$ cat src/lbou_pkg.sv
// Purpose: constants for the logic and bit operation unit
// Assumes: 8-bit core, flag byte laid out C Z S V D H in bits 7..2
// Notes: opcodes, byte and cycle counts, field positions
// Function
// - byte AND writes bitwise AND, source kept
// - byte AND: Z on zero, S=bit7, V cleared
// - byte AND opcodes 52..56, bytes and cycles
// - bit AND writes only one destination bit
// - bit AND: Z on zero bit, S cleared
// - bit AND opcode 67, LSB picks form
// - second byte: reg4, bit3, selector LSB
// - bit compare sets Z when bits equal
// - bit compare opcode 17, only LSB 0 form
// - zero flag lives in flag register D5
// - bit complement inverts only selected bit
// - bit complement opcode 57, Z on new bit
package lbou_pkg;
	// opcodes
	localparam logic [7:0] OPC_AND_RR = 8'h52;
	localparam logic [7:0] OPC_AND_RIR = 8'h53;
	localparam logic [7:0] OPC_AND_RRG = 8'h54;
	localparam logic [7:0] OPC_AND_RPTR = 8'h55;
	localparam logic [7:0] OPC_AND_RLIT = 8'h56;
	localparam logic [7:0] OPC_BAND = 8'h67;
	localparam logic [7:0] OPC_BCMP = 8'h17;
	localparam logic [7:0] OPC_BINV = 8'h57;
	// byte and cycle counts
	localparam logic [1:0] BYTES_SHORT = 2'h2;
	localparam logic [1:0] BYTES_LONG = 2'h3;
	localparam logic [2:0] CYC_SHORT = 3'h4;
	localparam logic [2:0] CYC_LONG = 3'h6;
	// flag register address and bit positions
	localparam logic [7:0] FLAG_REG_ADDR = 8'hd5;
	localparam int FLAG_C = 7;
	localparam int FLAG_Z = 6;
	localparam int FLAG_S = 5;
	localparam int FLAG_V = 4;
	localparam logic [7:0] FLAG_RESET = 8'h00;
	// second byte fields
	localparam int FLD_REG_LSB = 4;
	localparam int FLD_BIT_LSB = 1;
	localparam int FLD_SEL = 0;
	// kinds of operation
	typedef enum logic [4:0] {
		LBOU_OP_NONE = 5'h01,
		LBOU_OP_AND = 5'h02,
		LBOU_OP_BAND = 5'h04,
		LBOU_OP_BCMP = 5'h08,
		LBOU_OP_BINV = 5'h10
	} lbou_op_t;
endpackage : lbou_pkg

$ cat src/lbou_decode.sv
// Purpose: opcode decode into operation kind, length and cycle count
// Assumes: byte1 is the second instruction byte
// Notes: purely combinational
`timescale 1ns/1ps
module lbou_decode
(
	// instruction bytes
	input wire logic [7:0] i_opc,
	input wire logic [7:0] i_byte1,
	// decode results
	output lbou_pkg::lbou_op_t o_op,
	output logic [1:0] o_bytes,
	output logic [2:0] o_cycles,
	output logic o_src_pointer,
	output logic o_src_literal,
	output logic o_dst_work
);
	// opcode table
	always_comb
	begin
		o_op = lbou_pkg::LBOU_OP_NONE;
		o_bytes = lbou_pkg::BYTES_LONG;
		o_cycles = lbou_pkg::CYC_LONG;
		o_src_pointer = 1'b0;
		o_src_literal = 1'b0;
		o_dst_work = 1'b0;
		case (i_opc)
			lbou_pkg::OPC_AND_RR:
			begin
				o_op = lbou_pkg::LBOU_OP_AND;
				o_bytes = lbou_pkg::BYTES_SHORT;
				o_cycles = lbou_pkg::CYC_SHORT;
				o_dst_work = 1'b1;
			end
			lbou_pkg::OPC_AND_RIR:
			begin
				o_op = lbou_pkg::LBOU_OP_AND;
				o_bytes = lbou_pkg::BYTES_SHORT;
				o_dst_work = 1'b1;
				o_src_pointer = 1'b1;
			end
			lbou_pkg::OPC_AND_RRG:
				o_op = lbou_pkg::LBOU_OP_AND;
			lbou_pkg::OPC_AND_RPTR:
			begin
				o_op = lbou_pkg::LBOU_OP_AND;
				o_src_pointer = 1'b1;
			end
			lbou_pkg::OPC_AND_RLIT:
			begin
				o_op = lbou_pkg::LBOU_OP_AND;
				o_src_literal = 1'b1;
			end
			lbou_pkg::OPC_BAND:
				o_op = lbou_pkg::LBOU_OP_BAND;
			lbou_pkg::OPC_BCMP:
			begin
				// only the selector-0 form exists
				if (!i_byte1[lbou_pkg::FLD_SEL])
					o_op = lbou_pkg::LBOU_OP_BCMP;
			end
			lbou_pkg::OPC_BINV:
			begin
				if (!i_byte1[lbou_pkg::FLD_SEL])
				begin
					o_op = lbou_pkg::LBOU_OP_BINV;
					o_bytes = lbou_pkg::BYTES_SHORT;
					o_cycles = lbou_pkg::CYC_SHORT;
					o_dst_work = 1'b1;
				end
			end
			default:
				o_op = lbou_pkg::LBOU_OP_NONE;
		endcase
	end
endmodule : lbou_decode

$ cat src/lbou_unit.sv
// Purpose: execute byte AND, bit AND, bit compare and bit invert
// Assumes: core supplies operand values read from the register file
// Notes: one issue at a time; done pulses after the cycle count
`timescale 1ns/1ps
module lbou_unit
(
	// clock and reset
	input wire logic i_sys_clk,
	input wire logic i_rstn,
	// instruction issue
	input wire logic i_start,
	input wire logic [7:0] i_opc,
	input wire logic [7:0] i_byte1,
	input wire logic [7:0] i_byte2,
	// operand values read by the core
	input wire logic [7:0] i_dst_val,
	input wire logic [7:0] i_src_val,
	// flag register write from the core
	input wire logic i_flag_we,
	input wire logic [7:0] i_flag_wdata,
	// operand address requests
	output logic [7:0] o_dst_addr,
	output logic [7:0] o_src_addr,
	output logic o_src_pointer,
	output logic o_src_literal,
	// result write-back
	output logic o_wr_en,
	output logic [7:0] o_wr_addr,
	output logic [7:0] o_wr_data,
	// flags and status
	output logic [7:0] o_flags,
	output logic [7:0] o_flag_addr,
	output logic [1:0] o_bytes,
	output logic o_busy,
	output logic o_done,
	output logic o_illegal
);
	// states
	typedef enum logic [1:0] {
		LBOU_ST_IDLE = 2'b01,
		LBOU_ST_RUN = 2'b10
	} lbou_state_t;

	lbou_state_t state; // controller state
	lbou_pkg::lbou_op_t dec_op; // decoded kind
	lbou_pkg::lbou_op_t op; // held kind
	logic [1:0] dec_bytes; // decoded length
	logic [2:0] dec_cycles; // decoded cycle count
	logic dec_ptr; // pointer source
	logic dec_lit; // literal source
	logic dec_work; // working-register destination
	logic [2:0] cnt; // cycles remaining
	logic [2:0] bitn; // bit number field
	logic sel; // form selector
	logic [7:0] dst_a; // next destination address
	logic [7:0] src_a; // next source address
	logic [7:0] next_res; // computed result
	logic next_we; // result is written
	logic next_z; // new zero flag
	logic finish; // last cycle

	// working register index maps to a register address
	function automatic logic [7:0] work_addr(input logic [3:0] r);
		work_addr = {4'h0, r};
	endfunction : work_addr

	lbou_decode u_decode
	(
		.i_opc(i_opc),
		.i_byte1(i_byte1),
		.o_op(dec_op),
		.o_bytes(dec_bytes),
		.o_cycles(dec_cycles),
		.o_src_pointer(dec_ptr),
		.o_src_literal(dec_lit),
		.o_dst_work(dec_work)
	);

	// operand address selection from instruction fields
	always_comb
	begin
		dst_a = i_byte2;
		src_a = i_byte1;
		case (dec_op)
			lbou_pkg::LBOU_OP_AND:
			begin
				if (dec_work)
				begin
					dst_a = work_addr(i_byte1[7:4]);
					src_a = work_addr(i_byte1[3:0]);
				end
				else if (dec_lit)
				begin
					dst_a = i_byte1;
					src_a = i_byte2;
				end
			end
			lbou_pkg::LBOU_OP_BAND, lbou_pkg::LBOU_OP_BCMP:
			begin
				// register field sits in the high nibble
				if (!i_byte1[lbou_pkg::FLD_SEL])
				begin
					dst_a = work_addr(i_byte1[7:lbou_pkg::FLD_REG_LSB]);
					src_a = i_byte2;
				end
				else
				begin
					dst_a = i_byte2;
					src_a = work_addr(i_byte1[7:lbou_pkg::FLD_REG_LSB]);
				end
			end
			lbou_pkg::LBOU_OP_BINV:
			begin
				dst_a = work_addr(i_byte1[7:lbou_pkg::FLD_REG_LSB]);
				src_a = dst_a;
			end
			default:
			begin
				dst_a = i_byte2;
				src_a = i_byte1;
			end
		endcase
	end

	// controller: issue, count cycles, finish
	always_ff @(posedge i_sys_clk or negedge i_rstn)
	begin
		if (!i_rstn)
		begin
			state <= LBOU_ST_IDLE;
			cnt <= 3'h0;
			op <= lbou_pkg::LBOU_OP_NONE;
			bitn <= 3'h0;
			sel <= 1'b0;
			o_dst_addr <= 8'h00;
			o_src_addr <= 8'h00;
			o_src_pointer <= 1'b0;
			o_src_literal <= 1'b0;
			o_bytes <= 2'h0;
			o_busy <= 1'b0;
			o_illegal <= 1'b0;
		end
		else
		begin
			o_illegal <= 1'b0;
			case (state)
				LBOU_ST_IDLE:
				begin
					if (i_start && dec_op != lbou_pkg::LBOU_OP_NONE)
					begin
						state <= LBOU_ST_RUN;
						cnt <= dec_cycles - 3'h1;
						op <= dec_op;
						bitn <= i_byte1[3:lbou_pkg::FLD_BIT_LSB];
						sel <= i_byte1[lbou_pkg::FLD_SEL];
						o_dst_addr <= dst_a;
						o_src_addr <= src_a;
						o_src_pointer <= dec_ptr;
						o_src_literal <= dec_lit;
						o_bytes <= dec_bytes;
						o_busy <= 1'b1;
					end
					else if (i_start)
						o_illegal <= 1'b1;
				end
				LBOU_ST_RUN:
				begin
					cnt <= cnt - 3'h1;
					if (finish)
					begin
						state <= LBOU_ST_IDLE;
						o_busy <= 1'b0;
					end
				end
				default:
					state <= LBOU_ST_IDLE;
			endcase
		end
	end

	assign finish = (state == LBOU_ST_RUN) && (cnt == 3'h1);

	// result and zero flag computation
	always_comb
	begin
		next_res = i_dst_val;
		next_we = 1'b0;
		next_z = 1'b0;
		case (op)
			lbou_pkg::LBOU_OP_AND:
			begin
				next_res = i_dst_val & i_src_val;
				next_we = 1'b1;
				next_z = (next_res == 8'h00);
			end
			lbou_pkg::LBOU_OP_BAND:
			begin
				next_we = 1'b1;
				if (!sel)
					next_res[0] = i_dst_val[0] & i_src_val[bitn];
				else
					next_res[bitn] = i_dst_val[bitn] & i_src_val[0];
				next_z = !(sel ? next_res[bitn] : next_res[0]);
			end
			lbou_pkg::LBOU_OP_BCMP:
				next_z = (i_dst_val[0] == i_src_val[bitn]);
			lbou_pkg::LBOU_OP_BINV:
			begin
				next_res[bitn] = ~i_dst_val[bitn];
				next_we = 1'b1;
				next_z = !next_res[bitn];
			end
			default:
				next_we = 1'b0;
		endcase
	end

	// write-back port, one pulse at the end
	always_ff @(posedge i_sys_clk or negedge i_rstn)
	begin
		if (!i_rstn)
		begin
			o_wr_en <= 1'b0;
			o_wr_addr <= 8'h00;
			o_wr_data <= 8'h00;
			o_done <= 1'b0;
		end
		else
		begin
			o_done <= finish;
			o_wr_en <= finish && next_we;
			o_wr_addr <= o_dst_addr;
			o_wr_data <= next_res;
		end
	end

	// flag register; core writes lose to a finishing instruction
	always_ff @(posedge i_sys_clk or negedge i_rstn)
	begin
		if (!i_rstn)
		begin
			o_flags <= lbou_pkg::FLAG_RESET;
			o_flag_addr <= lbou_pkg::FLAG_REG_ADDR;
		end
		else if (finish)
		begin
			o_flag_addr <= lbou_pkg::FLAG_REG_ADDR;
			o_flags[lbou_pkg::FLAG_Z] <= next_z;
			if (op == lbou_pkg::LBOU_OP_AND)
			begin
				o_flags[lbou_pkg::FLAG_S] <= next_res[7];
				o_flags[lbou_pkg::FLAG_V] <= 1'b0;
			end
			else
				o_flags[lbou_pkg::FLAG_S] <= 1'b0;
			// V held for the bit forms
		end
		else if (i_flag_we)
			o_flags <= i_flag_wdata;
	end

	// byte AND result lands with the exact Z and S
	property p_and_flags;
		@(posedge i_sys_clk) disable iff (!i_rstn)
		(finish && op == lbou_pkg::LBOU_OP_AND) |=> (o_wr_en
			&& o_flags[lbou_pkg::FLAG_Z] == (o_wr_data == 8'h00)
			&& o_flags[lbou_pkg::FLAG_S] == o_wr_data[7]
			&& !o_flags[lbou_pkg::FLAG_V]);
	endproperty
	a_and_flags: assert property (p_and_flags) else $error("and flags");

	// register-register AND finishes four cycles after issue
	property p_short_len;
		@(posedge i_sys_clk) disable iff (!i_rstn)
		(i_start && !o_busy && i_opc == lbou_pkg::OPC_AND_RR)
		|=> o_busy [*3] ##1 !o_busy && o_done;
	endproperty
	a_short_len: assert property (p_short_len) else $error("cycles");

	// long forms take six cycles
	property p_long_len;
		@(posedge i_sys_clk) disable iff (!i_rstn)
		(i_start && !o_busy && i_opc == lbou_pkg::OPC_BAND)
		|=> o_busy [*5] ##1 o_done;
	endproperty
	a_long_len: assert property (p_long_len) else $error("cycles");

	// compare never writes an operand
	property p_cmp_nowrite;
		@(posedge i_sys_clk) disable iff (!i_rstn)
		(finish && op == lbou_pkg::LBOU_OP_BCMP) |=> !o_wr_en;
	endproperty
	a_cmp_nowrite: assert property (p_cmp_nowrite) else $error("cmp wr");

	// invert changes exactly one bit
	property p_inv_onebit;
		@(posedge i_sys_clk) disable iff (!i_rstn)
		(finish && op == lbou_pkg::LBOU_OP_BINV)
		|=> $countones(o_wr_data ^ $past(i_dst_val)) == 1
		&& o_flags[lbou_pkg::FLAG_Z] == !o_wr_data[$past(bitn)];
	endproperty
	a_inv_onebit: assert property (p_inv_onebit) else $error("invert");

	// bit forms clear S and keep C and V
	property p_bit_flags;
		@(posedge i_sys_clk) disable iff (!i_rstn)
		(finish && op != lbou_pkg::LBOU_OP_AND)
		|=> !o_flags[lbou_pkg::FLAG_S]
		&& $stable(o_flags[lbou_pkg::FLAG_C])
		&& $stable(o_flags[lbou_pkg::FLAG_V]);
	endproperty
	a_bit_flags: assert property (p_bit_flags) else $error("bit flags");

	// bit AND touches at most one bit
	property p_band_one;
		@(posedge i_sys_clk) disable iff (!i_rstn)
		(finish && op == lbou_pkg::LBOU_OP_BAND)
		|=> $countones(o_wr_data ^ $past(i_dst_val)) <= 1;
	endproperty
	a_band_one: assert property (p_band_one) else $error("band");

	// compare with selector 1 is refused
	property p_cmp_form;
		@(posedge i_sys_clk) disable iff (!i_rstn)
		(i_start && !o_busy && i_opc == lbou_pkg::OPC_BCMP && i_byte1[0])
		|=> o_illegal && !o_busy;
	endproperty
	a_cmp_form: assert property (p_cmp_form) else $error("cmp form");
endmodule : lbou_unit

$ cat config.mk
export PLATFORM = sky130hd
export DESIGN_NAME = lbou_unit
export DESIGN_NICKNAME = d
export VERILOG_FILES = /design/src/lbou_pkg.sv /design/src/lbou_decode.sv /design/src/lbou_unit.sv
export SDC_FILE = /design/constraint.sdc
export NUM_CORES = 1
export LEC_CHECK = 0
export BUFFER_PORTS_ARGS = -buffer_cell sky130_fd_sc_hd__buf_2
export CORE_MARGIN = 2
export CORE_UTILIZATION = 45
export DETAILED_ROUTE_END_ITERATION = 7
export GPL_ROUTABILITY_DRIVEN = 0
export PLACE_DENSITY_LB_ADDON = 0.15
export SYNTH_ARGS = -nofsm -noshare
export SYNTH_HDL_FRONTEND = slang
export SYNTH_SLANG_ARGS = --single-unit
$ cat constraint.sdc
create_clock -name i_sys_clk -period 4.3 [get_ports i_sys_clk]
set_input_delay 0.645 -clock i_sys_clk [delete_from_list [all_inputs] [get_ports i_sys_clk]]
set_output_delay 0.645 -clock i_sys_clk [all_outputs]
set_load 0.01 [all_outputs]
-- Yosys cells after proc, flatten, opt, wreduce, memory -nomap -nowiden
Cells that the tools add are included.
- add/subtract/negate cells: 2
- magnitude comparators: 2
- equal/unequal tests: 24
- muxes and demuxes: 54
- bitwise logic cells: 5
- reductions and logical operators: 20
- operators by type and width (kind ; count):
    $pmux W8 S3 ; 3
    $eq A8 B7 Y1 const B ; 7
    $mux W8 ; 6
    $mux W7 ; 3
    $mux W1 ; 20
    $pmux W5 S4 ; 1
    $bwmux W8 ; 2
    $bmux W1 S3 ; 4
    $pmux W3 S2 ; 2
    $eq A5 B2 Y1 const B ; 2
    $eq A5 B3 Y1 const B ; 2
    $eq A5 B4 Y1 const B ; 2
    $eq A5 B5 Y1 const B ; 2
    $reduce_and A2 Y1 ; 5
    $and A8 B8 Y8 ; 1
    $eq A8 B5 Y1 const B ; 1
    $logic_not A8 Y1 ; 1
    $pmux W2 S2 ; 2
    $mux W2 ; 3
    $mux W3 ; 2
    $reduce_or A2 Y1 ; 3
    $sub A3 B1 Y3 const B ; 2
    $mux W5 ; 1
    $ne A5 B1 Y1 const B ; 1
    20 further kinds ; 29
- register bits after elaboration: 62
- bits of input ports: 52
- word-level logic and storage cells: 126

-- Depth between registers and ports, before layout
Gate-level depths: netlist (run 1).
- word-level depth: 13
- depth in mapped cells: 11
- mapped depth without buffers: 9

-- Modules after synthesis
Synthesis (run 1) repeated with hierarchy kept, for this count alone.
- cell total of the unflattened synthesis: 428
- area total of the unflattened synthesis: 3704.8 sq um
- by module, submodules not included (module ; instances ; cells an instance ; area each (sq um) ; sequential area each (sq um)):
    lbou_unit ; 1 ; 394 ; 3484.6 ; 1554.0
    lbou_decode ; 1 ; 34 ; 220.2 ; 0.0

-- Least setup slack after synthesis (run 1)
No wires, ideal clock.
- kind: reg2reg
- start point: register bitn[1]
- end point: register o_flags[6]
- library setup time: 0.082 ns
- arrival time: 2.397 ns
- slack: 1.821 ns
- stages on the path, launching flop included: 12
- path buffers: 2
- path through: dfrtp_1 > buf_2 > clkbuf_1 > mux2_2 > a22o_1 > a22oi_1 > o31ai_1 > ha_1 > nor2b_1 > or3_1 > a31o_2 > a31oi_1
- longest elaborated chain between the ends: 13
- RTL lines (element ; line ; RTL):
    start: declaration ; lbou_unit.sv:53 ; logic [2:0] bitn;
    start signal: assignment ; lbou_unit.sv:154 ; bitn <= i_byte1[3:lbou_pkg::FLD_BIT_LSB];
    $lt A3 B4 Y1 (implied by the code) or $ge A3 B1 Y1 (tied branches) ; lbou_unit.sv:202, lbou_unit.sv:209 ;
    $logic_and A1 B1 Y1 (implied by the code) ; lbou_unit.sv:202, lbou_unit.sv:209 ;
    $mux W1 (implied by the code) ; lbou_unit.sv:202, lbou_unit.sv:209 ;
    $demux W1 S3 ; lbou_unit.sv:202, lbou_unit.sv:209 ;
    $bwmux W8 ; lbou_unit.sv:202 ; next_res[bitn] = i_dst_val[bitn] & i_src_val[0];
    $mux W1 or $mux W7 (tied branches) ; lbou_unit.sv:199 ; if (!sel)
    $mux W1 or $mux W7 (tied branches) ; lbou_unit.sv:189 ; case (op)
    $bmux W1 S3 ; lbou_unit.sv:203 ; next_z = !(sel ? next_res[bitn] : next_res[0]);
    $mux W1 (implied by the code) ; lbou_unit.sv:203 ;
    $mux W1 ; lbou_unit.sv:203 ;
    $logic_not A1 Y1 ; lbou_unit.sv:203 ;
    $pmux W1 S4 (*) ; lbou_unit.sv:189 ;
    $mux W3 (*) ; lbou_unit.sv:245 ; else if (finish)
    end signal: assignment ; lbou_unit.sv:242 ; o_flags <= lbou_pkg::FLAG_RESET;
    end signal: indexed assignment ; lbou_unit.sv:248 ; o_flags[lbou_pkg::FLAG_Z] <= next_z;
    end signal: indexed assignment ; lbou_unit.sv:251 ; o_flags[lbou_pkg::FLAG_S] <= next_res[7];
    end: declaration ; lbou_unit.sv:31 ; output logic [7:0] o_flags,
Every way passes the cells marked *; elsewhere a longest branch is shown, timed or not. The select of a mux whose other input is x is not followed.
A chain may end at the register's enable or synchronous reset.

-- Worst setup path in the final report (run 1)
Same ends and word-level chain as after synthesis.

==> impl_metrics.toml, run 1 <==
[outcome]
status = "finished clean"

[worst_setup_path]
startpoint_type = "register"
r2r-end = "o_flags[6]"
endpoint_kind = "register"
crit_required_ns = 4.57
crit_type = "register to register"
critPathCapture = "o_flags[6]"
crit_fanout = 17
reg2reg_slack_ns = 1.72
worstSetupStartpoint = "bitn[1]"
reg2reg_depth = 9
reg2reg_from = "bitn[1]"
cp.arrival_ns = 2.85

[detailed_routing]
first_pass_iters = 5
avgViaCountPerCell = 5.61
drt-total-wl_um = 9630
drtIter0Drc = 229
antenna_left = 0
vias = 3295
detail_route.wl_per_cell_um = 16.4
drc = 0

[pwr]
power_density_nw_per_um2 = 401
total_power_mw = 1.73
ir_drop_uv = 206
power_leakage_nw = 2.00

[finish]
n_fill_cell = 740
mostFrequentLayoutCells = "99 x buf_2, 60 x dfrtp_1, 40 x nor2_1, 38 x nand2_1, 29 x a21oi_1"
syn2layout_area_growth_pct = 20.7
layout.nets = 535
final_common_cell = "buf_2"
layout-drive-gt1-share = 0.297
final_cell_area_um2 = 4320
n_antenna_cell = 0
stdcell_count = 587

[sta]
slew_viol_final = 0
setup_viol = 0
finalCriticalPeriod_ns = 2.58
finalHoldViolCount = 0
maxSlewHeadroom = 0.312
skew_ns = 0.0115
setup_ws_ns = 1.72
rsz0062_at_grt = "no"
fmax_mhz = 387
fin_crit_sh = 0.600
fin_tns_setup_ns = 0
tightest_slew_ns = 1.03

[clock_tree]
post-cts-setup-buffers = 0
cts.path.max_buffers = 2
holdBufCountCts = 0
tritoncts = "done"
path_clk_slew_ns = 0.08
htree_levels = 3
cts.sinks = 62
cts_buffers = 9
cts_resized = 0
clockRootBuffer = "clkbuf_8"
clkLatencyLatePin_ns = 0.34

[die]
die_height_um = 93.2
die_x_um = 93.2
start_util = 0.463
dieArea_um2 = 8680
ios = 108
row_count = 32
coreArea_um2 = 7730

[worst_hold_path]
worstHoldPathType = "register to register"
hold_start = "o_dst_addr[1]"

[global_routing]
antenna_found_initial = 0
grt_max_degree = 43
grt_pass1_wl_um = 15500
grt_use_total = 0.228
grt_pass1_vias = 3069
grt_overflow = 0

[logic_synthesis]
synth_cell_types = 63
postSynth.asyncResetShare = 1.00
syn_area_um2 = 3580
synth_seq_cells = 62
seq_area_frac_synth = 0.434
synth_edf_count = 0
synthesis.instances = 388
syn_area_per_cell_um2 = 9.22
yosys_warnings = 0
synth_ff_type = "dfrtp_1"

[placed_design]
dp_slack_ns = 1.64
placed_area_um2 = 4090
placement.io_buffers = 99
dp_hpwl_um = 7020
dp.cells = 571

[flow_run]
cap_violations = 0
[state kept, by name, summed over array words and instances, names as in the netlist, 2 cells and up]
register	count
bitn	3
o_flags	8
o_wr_addr	8
o_src_addr	8
op	5
state	2
cnt	3
o_dst_addr	8
o_wr_data	8
o_bytes	2
[how the worst min path moves through the flow]
stage	endpoint	slack (ns)	depth (start not counted)
finish	o_wr_addr[1]	0.40	0
global route	o_wr_addr[1]	0.41	0
CTS	o_wr_addr[1]	0.40	0
detailed placement	o_wr_addr[1]	0.39	0
global placement	o_wr_addr[1]	0.38	0
floorplan	bitn[0]	0.35	0
[metrics by stage]
step / hold WS, ns / util
6_report: 0.397 / 0.559
5_1_grt: 0.410 / 0.559
4_1_cts: 0.402 / 0.559
3_5_place_dp: 0.390 / 0.529
3_3_place_gp: 0.384 / 0.529
2_1_floorplan: 0.349 / -
[kinds of logic after synthesis]
logic type	after synthesis	share of synthesized area
mux	14	0.0416
other cells	2	0.00210
simple gates	154	0.232
xor+xnor	2	0.00490
fa+ha+maj	3	0.0105
flops	62	0.434
buf+inv	37	0.0528
compound gates	114	0.222
[where the power goes]
part | internal [mW] | total, mW | switching, mW
Combinational | 0.167 | 0.383 | 0.216
Sequential | 0.675 | 0.750 | 0.0746
Clock | 0.335 | 0.598 | 0.264
Total | 1.18 | 1.73 | 0.554
[critical path: stages (launching register included)]
cell and delay [ns]:
dfrtp_1 0.67, mux2_2 0.39, a22o_1 0.23, a22oi_1 0.14
o31ai_1 0.10, ha_1 0.20, nor2b_1 0.13, or3_1 0.31
a31o_2 0.22, a31oi_1 0.12
[area by class of cell]
cell class              count  area (um2)  share of cell area
clock inverters             7         104              0.0240
multi-input cells         295        1860               0.430
well taps                 102         128              0.0295
flip-flops and latches     62        1550               0.360
inverters                  11        41.3             0.00956
repair buffers            101         510               0.118
clock buffers               9         124              0.0287
[cell usage after synthesis, drive strengths merged (4+ instances only)]
library cell	number	area share
o21ai	24	0.034
o31ai	4	0.0084
mux2	7	0.022
or3b	4	0.010
nand2b	10	0.017
a221oi	15	0.037
nand3	8	0.011
nor2b	10	0.017
buf	16	0.030
a21oi	29	0.041
dfrtp	60	0.42
a31oi	6	0.010
nor3b	4	0.011
inv	11	0.012
nor2	40	0.042
nand2	38	0.040
mux2i	7	0.020
nand3b	8	0.017
nor3	9	0.013
clkbuf	10	0.011
a222oi	4	0.011
a22o	5	0.012
and3b	4	0.0098
[per-layer routing]
metal	up-vias	GRT usage	part of all wire	wire [um]
met5	-	0	0	0
met4	0	0.110	0.024	234
met3	17	0.0411	0.070	674
met2	153	0.342	0.47	4500
met1	1541	0.320	0.44	4230
li1	1584	-	-	-
Note: power is estimated with default switching activity, not from simulation.
==> inputs of run 2 (changes only) <==
--- a/config.mk
+++ b/config.mk
@@ -5,6 +5,7 @@
 export SDC_FILE = /design/constraint.sdc
 export NUM_CORES = 1
 export LEC_CHECK = 0
+export ABC_AREA = 1
 export BUFFER_PORTS_ARGS = -buffer_cell sky130_fd_sc_hd__buf_2
 export CORE_MARGIN = 2
 export CORE_UTILIZATION = 45
==> constraint.sdc (replaced) <==
create_clock -name i_sys_clk -period 2.6 [get_ports i_sys_clk]
set_input_delay 0.39 -clock i_sys_clk [delete_from_list [all_inputs] [get_ports i_sys_clk]]
set_output_delay 0.39 -clock i_sys_clk [all_outputs]
set_load 0.01 [all_outputs]
==> impl_metrics.toml, run 2 <==
[global_routing]
grt_pass1_vias = 3574
grt_max_degree = 35
grt_pass1_wl_um = 16600
grt_overflow = 0
grt_use_total = 0.235
antenna_found_initial = 0

[die]
coreArea_um2 = 8180
die_x_um = 95.5
start_util = 0.461
ios = 108
die_height_um = 95.5
row_count = 33
dieArea_um2 = 9120

[finish]
layout.nets = 654
mostFrequentLayoutCells = "112 x nand2_1, 99 x buf_2, 60 x inv_1, 60 x dfrtp_1, 49 x nor2_1"
syn2layout_area_growth_pct = 20.1
final_common_cell = "nand2_1"
layout-drive-gt1-share = 0.275
n_fill_cell = 832
final_util = 0.554
n_antenna_cell = 0

[logic_synthesis]
yosys.area.top_type = "dfrtp_1"
synth_top_family_by_area = "simple AND/OR/NAND/NOR gates"
synth_ff_type = "dfrtp_1"
synth_compound_area_frac = 0.158
synthTopCellsByArea = "dfrtp_1 40%, nand2_1 11%, inv_1 6.0%"
synthSimpleGateAreaFrac = 0.306
synth_fa_ha_area_frac = 0.00996
synth_common_cells = "112 x nand2_1, 60 x dfrtp_1, 60 x inv_1"
synth_edf_count = 0
synth.most_common_cell = "nand2_1"
synthMuxAreaShare = 0.00266
seq_area_frac_synth = 0.412
synth_xor_area_frac = 0
postSynth.asyncResetShare = 1.00
synth_top_area_frac = 0.398
synthesis.instances = 496
synth_seq_cells = 62
syn_area_um2 = 3770
yosys_warnings = 0
synth_cell_types = 42
syn_area_per_cell_um2 = 7.60

[pwr]
power_leakage_nw = 2.41
ir_drop_uv = 314
power.switching_mw = 1.12
power_density_nw_per_um2 = 656
p_comb_frac = 0.322
switching_share = 0.377
power_frac_clock = 0.249
pwr-share-seq = 0.429
p_int_mw = 1.85

[outcome]
status = "finished clean"

[sta]
rsz0062_at_grt = "no"
fin_tns_setup_ns = 0
finalCriticalPeriod_ns = 2.12
skew_ns = 0.00805
fin_crit_sh = 0.816
fmax_mhz = 472
tightest_slew_ns = 0.685
maxSlewHeadroom = 0.543
slew_viol_final = 0
setup_viol = 0
finalHoldViolCount = 0

[detailed_routing]
detail_route.wl_per_cell_um = 14.5
antenna_left = 0
first_pass_iters = 4
vias = 3776
avgViaCountPerCell = 5.33
drt-total-wl_um = 10300
drc = 0
drtIter0Drc = 143

[worst_setup_path]
cp.arrival_ns = 2.40
crit_required_ns = 2.88
crit_type = "register to register"
crit_fanout = 10
endpoint_kind = "register"
startpoint_type = "register"

[clock_tree]
clkLatencyLatePin_ns = 0.34
htree_levels = 3
cts.sinks = 62
cts_resized = 0
cts_buffers = 9
cts.path.max_buffers = 2
path_clk_slew_ns = 0.07
tritoncts = "done"
post-cts-setup-buffers = 0
clockRootBuffer = "clkbuf_8"
holdBufCountCts = 0

[placed_design]
dp_hpwl_um = 7740
placement.io_buffers = 99

[flow_run]
cap_violations = 0

[worst_hold_path]
worstHoldPathType = "input pin to asynchronous set/reset pin"
[run 2: critical path, stage by stage (launching register included)]
cell	delay, ns
dfrtp_1	0.55
inv_2	0.15
nand2_1	0.14
inv_1	0.08
a22o_1	0.23
a21oi_1	0.12
nand4_1	0.10
ha_1	0.29
o22ai_1	0.16
nor2_1	0.06
nand2_1	0.07
nand2_1	0.04
nand2_1	0.06
[run 2: per-stage QoR]
step / std cells / worst slack, ns / hold WS (ns) / instance area (um2) / power, mW
after floorplan: 502 / 0.868 / 0.0944 / 3790 / 1.88
after global placement: 693 / 0.460 / 0.386 / 4360 / 2.23
after detailed placement: 693 / 0.415 / 0.387 / 4360 / 2.24
after CTS: 709 / 0.494 / 0.109 / 4530 / 2.99
after global routing: 709 / 0.310 / 0.154 / 4530 / 3.17
final: 709 / 0.479 / 0.0878 / 4530 / 2.97
[run 2: cells by family after synthesis]
family                   Yosys count
adder cells (fa/ha/maj)            3
AO/OA/AOI/OAI                     94
flip-flops                        62
buffers and inverters             93
other                              2
multiplexers                       1
AND/OR/NAND/NOR                  241
[run 2: layout make-up]
class / count / area, um2 / area share
Multi-Input combinational cell: 347 / 1830 / 0.404
Inverter: 73 / 274 / 0.0605
Sequential cell: 62 / 1550 / 0.343
Tap cell: 105 / 131 / 0.0290
Clock inverter: 6 / 38.8 / 0.00857
Timing Repair Buffer: 106 / 573 / 0.127
Clock buffer: 10 / 128 / 0.0282
[run 2: per-layer routing]
layer	part of all wire	global-route usage	vias up
met2	0.49	0.400	143
met3	0.071	0.0506	21
met1	0.42	0.293	1758
met4	0.022	0.0845	0
met5	0	0	-
li1	-	-	1854
[run 2: worst paths after layout]
check / depth (start not counted) / from / end / slack, ns
max reg2reg: 12 / bitn[0] / o_flags[6] / 0.48
max: 12 / bitn[0] / o_flags[6] / 0.48
max in group asynchronous: 2 / i_rstn / state[0] / 1.83
min in group i_sys_clk: 3 / i_flag_wdata[7] / o_flags[7] / 0.25
min: 1 / i_rstn / o_wr_data[3] / 0.09
min reg2reg: 0 / o_dst_addr[6] / o_wr_addr[6] / 0.40
[run 2: power groups by stage]
stage | Clock (mW) | Combinational, mW | Sequential [mW]
after floorplan | 0 | 0.530 | 1.35
after global placement | 0 | 0.935 | 1.29
after detailed placement | 0 | 0.952 | 1.29
after CTS | 0.762 | 0.956 | 1.27
after global routing | 0.808 | 1.07 | 1.30
final | 0.739 | 0.956 | 1.27
==> inputs of run 3 (changes only) <==
==> constraint.sdc (replaced) <==
create_clock -name i_sys_clk -period 2.05 [get_ports i_sys_clk]
set_input_delay 0.3075 -clock i_sys_clk [delete_from_list [all_inputs] [get_ports i_sys_clk]]
set_output_delay 0.3075 -clock i_sys_clk [all_outputs]
set_load 0.01 [all_outputs]
==> impl_metrics.toml, run 3 (synthesis results as in run 2) <==
[outcome]
status = "finished clean"

[detailed_routing]
antenna_left = 0
detail_route.wl_per_cell_um = 14.3
drtIter0Drc = 226
drc = 0
drt-total-wl_um = 10300
avgViaCountPerCell = 5.34
first_pass_iters = 5
vias = 3853

[worst_setup_path]
r2r-end = "o_flags[6]"
reg2reg_from = "bitn[1]"
startpoint_type = "register"
reg2reg_slack_ns = 0.11
reg2reg_depth = 16
crit_type = "register to register"
worstSetupStartpoint = "bitn[1]"
crit_fanout = 8
endpoint_kind = "register"
crit_required_ns = 2.33
cp.arrival_ns = 2.21

[worst_hold_path]
worstHoldPathType = "input pin to register"
worstHoldEndpoint = "o_flags[0]"
hold_start = "i_flag_wdata[0]"
whs_path_depth = 3

[finish]
syn2layout_area_growth_pct = 22.7
final-seq-area_um2 = 1560
final_common_cell = "nand2_1"
mostFrequentLayoutCells = "112 x nand2_1, 99 x buf_2, 60 x inv_1, 57 x dfrtp_1, 49 x nor2_1"
multi_input_area_um2 = 1830
final_cell_area_um2 = 4630
n_antenna_cell = 0
layout.nets = 666
n_fill_cell = 787
layout-drive-gt1-share = 0.291

[sta]
slew_viol_final = 0
setup_viol = 0
fin_tns_setup_ns = 0
maxSlewHeadroom = 0.662
fmax_mhz = 516
finalHoldViolCount = 0
fin_crit_sh = 0.945
skew_ns = 0.00878
tightest_slew_ns = 0.505
fin_hold_ws_ns = 0.169
finalCriticalPeriod_ns = 1.94
rsz0062_at_grt = "no"

[die]
die_height_um = 95.5
coreArea_um2 = 8180
ios = 108
start_util = 0.461
dieArea_um2 = 9120
die_x_um = 95.5
row_count = 33

[pwr]
switching_share = 0.375
ir_drop_uv = 487
power.switching_mw = 1.42
power_frac_clock = 0.247
power_leakage_nw = 2.47
p_int_mw = 2.38
power_density_nw_per_um2 = 822
p_comb_frac = 0.327
pwr-share-seq = 0.426

[global_routing]
grt_max_degree = 45
use_met1 = 0.297
grt_pass1_vias = 3486
grt_busiest_layer = "met2"
grt_overflow = 0
grt_use_total = 0.233
grtUsageMet3 = 0.0530
antenna_found_initial = 0
use_met2 = 0.397
grt_pass1_wl_um = 16400

[clock_tree]
cts.sinks = 62
cts_buffers = 9
path_clk_slew_ns = 0.07
clockRootBuffer = "clkbuf_8"
tritoncts = "done"
clkLatencyLatePin_ns = 0.34
cts.path.max_buffers = 2
htree_levels = 3

[flow_run]
cap_violations = 0

[placed_design]
dp_hpwl_um = 7880
placement.io_buffers = 99
placed_area_um2 = 4440
-- run 3: worst max-delay path, stage by stage, from the launching register on --
cell and delay [ns]:
dfrtp_2 0.48, buf_4 0.18, nand4_1 0.14, nand2_2 0.08, nor2_2 0.12, nand2_4 0.10, nand2_4 0.13, nand2_2 0.07
nand3_2 0.06, nand2_1 0.06, nor2_1 0.15, nand2_1 0.07, nand2_1 0.06, nand2_1 0.05, nand2_1 0.06, nand2_1 0.05
nand2_1 0.06
-- run 3: power groups by stage --
stage,logic [mW],registers [mW],clock network (mW)
after global routing,1.38,1.65,1.02
after global placement,1.21,1.63,0
after detailed placement,1.23,1.63,0
after floorplan,0.672,1.71,0
after CTS,1.24,1.61,0.964
final,1.24,1.62,0.941
-- run 3: timing repair --
action | in CTS | in global routing
setup endpoints to repair | 0 | 2
setup buffers | 0 | 0
gates resized for setup | 0 | 4
hold endpoints to repair | 18 | 0
hold buffers | 1 | 0
-- run 3: through the flow --
step                cells  setup slack (ns)  total power, mW   util
floorplan             502             0.318             2.38      -
detailed placement    704            0.0698             2.86  0.543
global placement      704             0.105             2.84  0.543
finish                721             0.113             3.80  0.566
global route          721           0.00655             4.05  0.566
CTS                   721            0.0567             3.82  0.565
-- run 3: per-layer routing --
| metal | vias to the layer above | wire (um) |
|---|---|---|
| li1 | 1872 | - |
| met1 | 1789 | 4310 |
| met2 | 174 | 4950 |
| met3 | 18 | 880 |
| met4 | 0 | 146 |
| met5 | - | 0 |
-- run 3: final cells by class --
| class | instances | share of cell area |
|---|---|---|
| multi-input combinational | 347 | 0.395 |
| sequential | 62 | 0.337 |
| timing repair buffer | 118 | 0.144 |
| inverter | 73 | 0.0598 |
| clock buffer | 11 | 0.0284 |
| tap | 105 | 0.0284 |
| clock inverter | 5 | 0.00784 |
-- run 3: worst max-delay path by stage --
stage                       to  depth (start not counted)  slack [ns]
floorplan           o_flags[6]                         13        0.32
global placement    o_flags[6]                         16        0.11
detailed placement  o_flags[6]                         12        0.07
CTS                 o_flags[6]                         12        0.06
global route        o_flags[6]                         11       0.007
finish              o_flags[6]                         16        0.11
